### config.mk
export PLATFORM = sky130hd
export DESIGN_NAME = spd_page_decoder
export DESIGN_NICKNAME = d
export VERILOG_FILES = /design/src/rtl/spd_pkg.sv /design/src/rtl/spd_cls_if.sv /design/src/rtl/spd_page_decoder.sv /design/src/rtl/spd_class_rom.sv
export SDC_FILE = /design/constraint.sdc
export NUM_CORES = 1
export LEC_CHECK = 0
export BUFFER_PORTS_ARGS = -buffer_cell sky130_fd_sc_hd__buf_2
export CORE_MARGIN = 5
export CORE_UTILIZATION = 40
export DETAILED_ROUTE_END_ITERATION = 10
export PLACE_DENSITY = 0.66
export SLEW_MARGIN = 20
export SYNTH_ARGS = -nofsm -noshare
export SYNTH_HDL_FRONTEND = slang
export SYNTH_SLANG_ARGS = --single-unit
### constraint.sdc
create_clock -name clk_sys -period 2.23 [get_ports clk_sys]
set_clock_uncertainty 0.15 [all_clocks]
set_input_delay 0.446 -clock clk_sys [delete_from_list [all_inputs] [get_ports clk_sys]]
set_output_delay 0.446 -clock clk_sys [all_outputs]
set_load 0.02 [all_outputs]
### src/rtl/spd_pkg.sv
// Constants and types for the register page decoder
package spd_pkg;
    localparam logic [7:0] SPD_DIRECT_BASE  = 8'h80;
    localparam logic [7:0] SPD_PAGE_ADDR    = 8'hA7;
    localparam logic [7:0] SPD_PAGE_RESET   = 8'h00;
    localparam logic [7:0] SPD_PAGE_ZERO    = 8'h00;
    localparam logic [7:0] SPD_PAGE_F       = 8'h0F;
    localparam logic [2:0] SPD_BIT_LOW_MASK = 3'h0;
    localparam int         SPD_NUM_ADDR     = 128;

    // Decode class of each address: 0 unmapped, 1 page 0 only,
    // 2 page F only, 3 every page, 4 page 0 and separate page F entry
    typedef enum logic [2:0] {
        SPD_CL_NONE  = 3'b000,
        SPD_CL_P0    = 3'b001,
        SPD_CL_PF    = 3'b010,
        SPD_CL_ALL   = 3'b011,
        SPD_CL_SPLIT = 3'b100
    } spd_class_t;

    typedef enum logic [1:0] {
        SPD_TGT_NONE = 2'b00,
        SPD_TGT_SPECIAL = 2'b01,
        SPD_TGT_RAM  = 2'b10
    } spd_target_t;
endpackage : spd_pkg

### src/rtl/spd_cls_if.sv
// Interface carrying an address lookup between top and class table
`timescale 1ns/100ps
interface spd_cls_if;
    logic [6:0]          idx;
    spd_pkg::spd_class_t cls;
    modport req (output idx, input cls);
    modport rsp (input idx, output cls);
endinterface : spd_cls_if

### src/rtl/spd_page_decoder.sv
// Register space page decoder with page select register
`timescale 1ns/100ps
module spd_page_decoder (
    input  wire logic                clk_sys,
    input  wire logic                rstn,
    input  wire logic                acc_valid,
    input  wire logic [7:0]          acc_addr,
    input  wire logic                acc_direct,
    input  wire logic                acc_write,
    input  wire logic                acc_bit,
    input  wire logic [7:0]          acc_wdata,
    output logic                     dec_valid,
    output spd_pkg::spd_target_t     dec_target,
    output logic [6:0]               dec_index,
    output logic                     dec_page_f,
    output logic                     dec_hit,
    output logic                     dec_bit_ok,
    output logic                     dec_write,
    output logic [7:0]               page_select_reg
);
    import spd_pkg::*;

    // Everything the decoder remembers, registered as one bank
    typedef struct packed {
        logic        valid;
        spd_target_t target;
        logic [6:0]  index;
        logic        page_f;
        logic        hit;
        logic        bit_ok;
        logic        write;
        logic [7:0]  page;
    } spd_state_t;

    // Page in force, reduced to what the class table can tell apart
    typedef enum logic [1:0] {
        SPD_PG_ZERO  = 2'h0,
        SPD_PG_F     = 2'h1,
        SPD_PG_OTHER = 2'h2
    } spd_page_kind_t;

    // Decoder state and class lookup
    spd_state_t     st_reg;
    spd_state_t     st_next;
    spd_cls_if      lk ();
    spd_class_t     cls_now;
    spd_page_kind_t page_kind;
    spd_target_t    route_now;

    // Per-request decode terms
    logic           is_direct;
    logic           in_upper;
    logic           in_special;
    logic           bit_col;
    logic           bit_refused;
    logic           page_hit;
    logic           page_wr;

    // Class table, fed straight from the request address
    spd_class_rom spd_class_rom_i (
        .lk (lk)
    );

    // Route of a request: register space, data RAM or nothing
    function automatic spd_target_t spd_route(
        input logic valid,
        input logic direct,
        input logic upper
    );
        spd_target_t r;
        r = SPD_TGT_NONE;
        // Selector is {valid, direct, upper}
        case ({valid, direct, upper})
            3'h7: begin
                // Direct upper half only; the RAM behind it is unreachable
                r = SPD_TGT_SPECIAL;
            end
            3'h5: begin
                // Indirect upper half is physically separate RAM
                r = SPD_TGT_RAM;
            end
            3'h4, 3'h6: begin
                // Lower half is RAM in either addressing mode
                r = SPD_TGT_RAM;
            end
            default: begin
                r = SPD_TGT_NONE;
            end
        endcase
        return r;
    endfunction : spd_route

    // Sort the page value; unknown pages fall to the shared set
    function automatic spd_page_kind_t spd_page_kind(
        input logic [7:0] page
    );
        spd_page_kind_t k;
        k = SPD_PG_OTHER;
        case (page)
            SPD_PAGE_ZERO: begin
                k = SPD_PG_ZERO;
            end
            SPD_PAGE_F: begin
                k = SPD_PG_F;
            end
            default: begin
                // Any other page reaches only shared registers
                k = SPD_PG_OTHER;
            end
        endcase
        return k;
    endfunction : spd_page_kind

    // Presence of a register of class c on page kind k
    function automatic logic spd_class_hit(
        input spd_class_t     c,
        input spd_page_kind_t k
    );
        logic h;
        h = 1'b0;
        case (c)
            SPD_CL_ALL: begin
                h = 1'b1;
            end
            SPD_CL_P0: begin
                h = (k == SPD_PG_ZERO);
            end
            SPD_CL_PF: begin
                h = (k == SPD_PG_F);
            end
            SPD_CL_SPLIT: begin
                h = (k != SPD_PG_OTHER);
            end
            default: begin
                // Reserved hole; no register answers
                h = 1'b0;
            end
        endcase
        return h;
    endfunction : spd_class_hit

    // Bit access only on column 0 or 8 of a row
    function automatic logic spd_bit_col(
        input logic [7:0] addr
    );
        logic b;
        b = (addr[2:0] == SPD_BIT_LOW_MASK);
        return b;
    endfunction : spd_bit_col

    // Class lookup on the raw low address bits, every cycle
    assign lk.idx  = acc_addr[6:0];
    assign cls_now = lk.cls;

    // Page held before this edge; a write lands for the next request
    assign page_kind = spd_page_kind(st_reg.page);

    // Address space of the request
    assign is_direct  = acc_valid && acc_direct;
    assign in_upper   = (acc_addr >= SPD_DIRECT_BASE);
    assign in_special = is_direct && in_upper;
    assign route_now  = spd_route(acc_valid, acc_direct, in_upper);

    // Bit column test, and refusal of a bit access anywhere else
    assign bit_col     = in_special && spd_bit_col(acc_addr);
    assign bit_refused = acc_valid && acc_bit && !bit_col;

    // Register present on the page in force
    assign page_hit = in_special && !bit_refused &&
                      spd_class_hit(cls_now, page_kind);

    // Page select write from any page; bit form writes the whole byte
    assign page_wr = in_special && acc_write &&
                     (acc_addr == SPD_PAGE_ADDR);

    // Next state: one decoded access per request
    always_comb begin
        st_next        = st_reg;
        // Request fields echo through
        st_next.valid  = acc_valid;
        st_next.write  = acc_valid && acc_write;
        st_next.index  = acc_addr[6:0];
        // Decode result
        st_next.page_f = (page_kind == SPD_PG_F);
        st_next.target = route_now;
        st_next.hit    = page_hit;
        st_next.bit_ok = bit_col;
        if (page_wr) begin
            // No wait state: the very next request sees it
            st_next.page = acc_wdata;
        end
    end

    // State register; reset puts every access on page 0
    always_ff @(posedge clk_sys or negedge rstn) begin
        if (!rstn) begin
            st_reg <= '{
                valid:  1'b0,
                target: SPD_TGT_NONE,
                index:  7'h00,
                page_f: 1'b0,
                hit:    1'b0,
                bit_ok: 1'b0,
                write:  1'b0,
                page:   SPD_PAGE_RESET
            };
        end else begin
            st_reg <= st_next;
        end
    end

    // Outputs straight from the state flops
    assign dec_valid       = st_reg.valid;
    assign dec_target      = st_reg.target;
    assign dec_index       = st_reg.index;
    assign dec_page_f      = st_reg.page_f;
    assign dec_hit         = st_reg.hit;
    assign dec_bit_ok      = st_reg.bit_ok;
    assign dec_write       = st_reg.write;
    assign page_select_reg = st_reg.page;
endmodule : spd_page_decoder

### src/rtl/spd_class_rom.sv
// Address class table for the two register pages
`timescale 1ns/100ps
module spd_class_rom (
    spd_cls_if.rsp lk
);
    import spd_pkg::*;

    // Index is the address minus 0x80; unlisted entries are page 0 only
    function automatic spd_class_t spd_lookup(input logic [6:0] i);
        spd_class_t c;
        c = SPD_CL_P0;
        case (i)
            // Shared on all pages
            7'h00, 7'h01, 7'h02, 7'h03, 7'h04, 7'h05, 7'h06, 7'h07,
            7'h10, 7'h1A, 7'h1C, 7'h1E, 7'h20, 7'h27, 7'h28, 7'h29,
            7'h39, 7'h3B, 7'h3C, 7'h50, 7'h60, 7'h65, 7'h66, 7'h67,
            7'h70, 7'h76, 7'h77:
                c = SPD_CL_ALL;
            // Page 0 register and a distinct page F register
            7'h0D, 7'h0E, 7'h19, 7'h1B, 7'h1D, 7'h35, 7'h5E, 7'h62,
            7'h63, 7'h73:
                c = SPD_CL_SPLIT;
            // Unoccupied address
            7'h34:
                c = SPD_CL_NONE;
            default:
                c = SPD_CL_P0;
        endcase
        return c;
    endfunction : spd_lookup

    assign lk.cls = spd_lookup(lk.idx);
endmodule : spd_class_rom

==> run metrics <==
top cells by instance count after synthesis 22 x dfrtp_1, 8 x mux2_4, 7 x nor2_1; fmax 504 MHz; Final HPWL DP 2220 microns; register bit count reported by yosys 22; Final Wtd Congestion 0.800; Final Max Tran Viols 0; max reg flops 8; Gate Count Post-Synth 108; hold crit path type input pin to register; cells along the critical path nor4_1, buf_4, inv_1, o31ai_1, mux2i_1, a221o_1, a31oi_1; setup ws final 0.246 ns; hold path start acc_valid; total CTS buffers 3; Yosys top cell area share 44.2%; die width 65.8 microns; worst-path fanout max 4; status complete, no violations; Synthesized Nets 136; Crit Reg-Reg Startpoint page_select_reg[5]$_DFFE_PN0P_; Crit Path Class register to register; Tcrit/Tclk final 89.0%; cell taking the most area after synthesis dfrtp_1; CTS Sinks 22; Internal Power 0.576 mW; DRT iter0 DRCs 35; PortBufs 43; # diodes 0; Site Rows 20; Netlist cell types 39; crit path from page_select_reg[5]$_DFFE_PN0P_; post-route ant nets 0; 1st-pass router iterations 4; PwrDens 488 nW/um^2; P_leak 0.825 nW; share of post-route cells with drive strength above 1 45.7%; mapped cell area 1250 sq um; CTS tree yes; GR Util All Layers 13.0%; Root Driver clkbuf_4; CP required 2.31 ns; minimum clock period 1.98 ns; Starting Density 41.2%; first-pass GRT wire length 4360 microns; Worst EP arrival 2.07 ns; Ys Warns 0; Max-cap violations 0; Die ar. 4330 sq um; predominant post-synthesis flop cell dfrtp_1; Net Sw Frac 26.7%; vias per cell 5.05; sequential power share 52.6%; Synth area leaders dfrtp_1 44%, mux2_4 9.6%, ha_1 6.0%; initial antenna violation count 0; maximum VDD drop 186 uV; Place WS -0.0446 ns; clock share of power 27.4%; routed length per instance 13.7 microns; die outline height 65.8 microns; Final #Nets 191; RSZ-0062 raised after global routing no; slew at the pin with the worst max-slew slack 0.481 ns; ys async rst share 100%; Mean Syn Cell Area 11.5 sq um; CP max stage delay 0.41 ns; Final Power 0.786 mW; combinational share of power 20.0%; routed via count 1,041; largest net degree at the start of global routing 23; global route total overflow 0; Psw 0.210 mW; H-tree depth 1; most frequent cell after synthesis dfrtp_1; area delta synth->final 29.4%; slowest CP cell dfrtp_1; routed wire length 2810 microns; Hold Vio Cnt, Final 0; Clock transition at path regs 0.12 ns; number of global-route vias before repair 991; sequential element share of the synthesized area 44.2%; Final setup viols 0; normalized max-slew margin 67.9%; DRC 0; Max Root-Sink Buffers 2; Post-synth EDFFs 0; CP Launch Type register; CP Capture Type register; IO Count 44; later-pin clock latency in the skew report 0.30 ns; Core ar. 3030 sq um
[cell usage in the layout (no fill, tap or decap), types with 2 or more instances in the layout]
master and n:
mux2_4 8, buf_4 10, nor4_1 2, dfrtp_1 22
o21ai_0 3, o31ai_1 2, clkbuf_4 3, inv_1 4
mux2i_1 4, nand2b_4 2, nand2b_1 4, nand3b_1 3
o2111ai_1 2, buf_2 43, nand4_1 2, a21oi_1 6
ha_1 6, nor2_1 7, a31oi_1 3, nand2_1 4
[layout make-up]
cell class	instances	area, sq um
Inverter	5	18.8
Clock buffer	4	36.3
Sequential cell	22	551
Fill cell	262	1420
Multi-Input combinational cell	76	632
Timing Repair Buffer	55	320
Tap cell	44	55.1
[power by group through the flow]
stage / registers (mW) / clock network [mW] / logic, mW
finish: 0.414 / 0.215 / 0.157
global route: 0.415 / 0.240 / 0.171
CTS: 0.414 / 0.223 / 0.159
detailed placement: 0.422 / 0 / 0.157
global placement: 0.422 / 0 / 0.153
floorplan: 0.438 / 0 / 0.0729
[critical path: cells and delay by family, from the launching register on]
family | cells | cell delay (ns)
simple gates | 1 | 0.34
compound gates | 3 | 0.68
flops | 1 | 0.41
buf+inv | 2 | 0.24
mux | 1 | 0.11
[logic make-up (layout without fill, tap and decap cells)]
group,after synthesis,after routing,share of synthesized area [%]
flops,22,22,44.2
simple gates,31,31,16.6
mux,12,12,12.9
fa+ha+maj,6,6,6.02
xor+xnor,1,1,0.703
buf+inv,10,64,5.12
compound gates,26,26,14.6
[worst paths after layout]
path,slack (ns),end,depth (start not counted)
max in group asynchronous,1.14,dec_page_f$_DFF_PN0_,2
worst max-delay path,0.25,dec_hit$_DFF_PN0_,7
worst max register to register,0.25,dec_hit$_DFF_PN0_,7
worst min-delay path,0.14,dec_valid$_DFF_PN0_,1
worst min register to register,0.39,page_select_reg[4]$_DFFE_PN0P_,1
min in group asynchronous,0.47,page_select_reg[3]$_DFFE_PN0P_,2
[per-stage QoR]
step           cell area, sq um  TNS (ns)  std cells  util (%)  hold slack [ns]
2_1_floorplan              1250         0        108         -         0.000409
3_3_place_gp               1570   -0.0114        201      51.7            0.275
3_5_place_dp               1570   -0.0446        201      51.7            0.295
4_1_cts                    1610         0        206      53.3            0.135
5_1_grt                    1610         0        206      53.3            0.131
6_report                   1610         0        206      53.3            0.145
[per-layer routing]
layer  track usage (%)  vias to the layer above  wire [microns]
li1                  -                      508               -
met1              15.5                      495            1230
met2              22.7                       34            1370
met3              1.53                        4             152
met4              6.99                        0              57
met5                 0                        -               0
[timing repair]
item / 4_1_cts / 5_1_grt
buffers inserted: 0 / 0
endpoints found under the setup margin: 0 / 0
gates resized for setup: 0 / 0
hold buffers: 1 / 0
endpoints found under the hold margin: 22 / 0
Note: power is estimated with default switching activity, not from simulation.
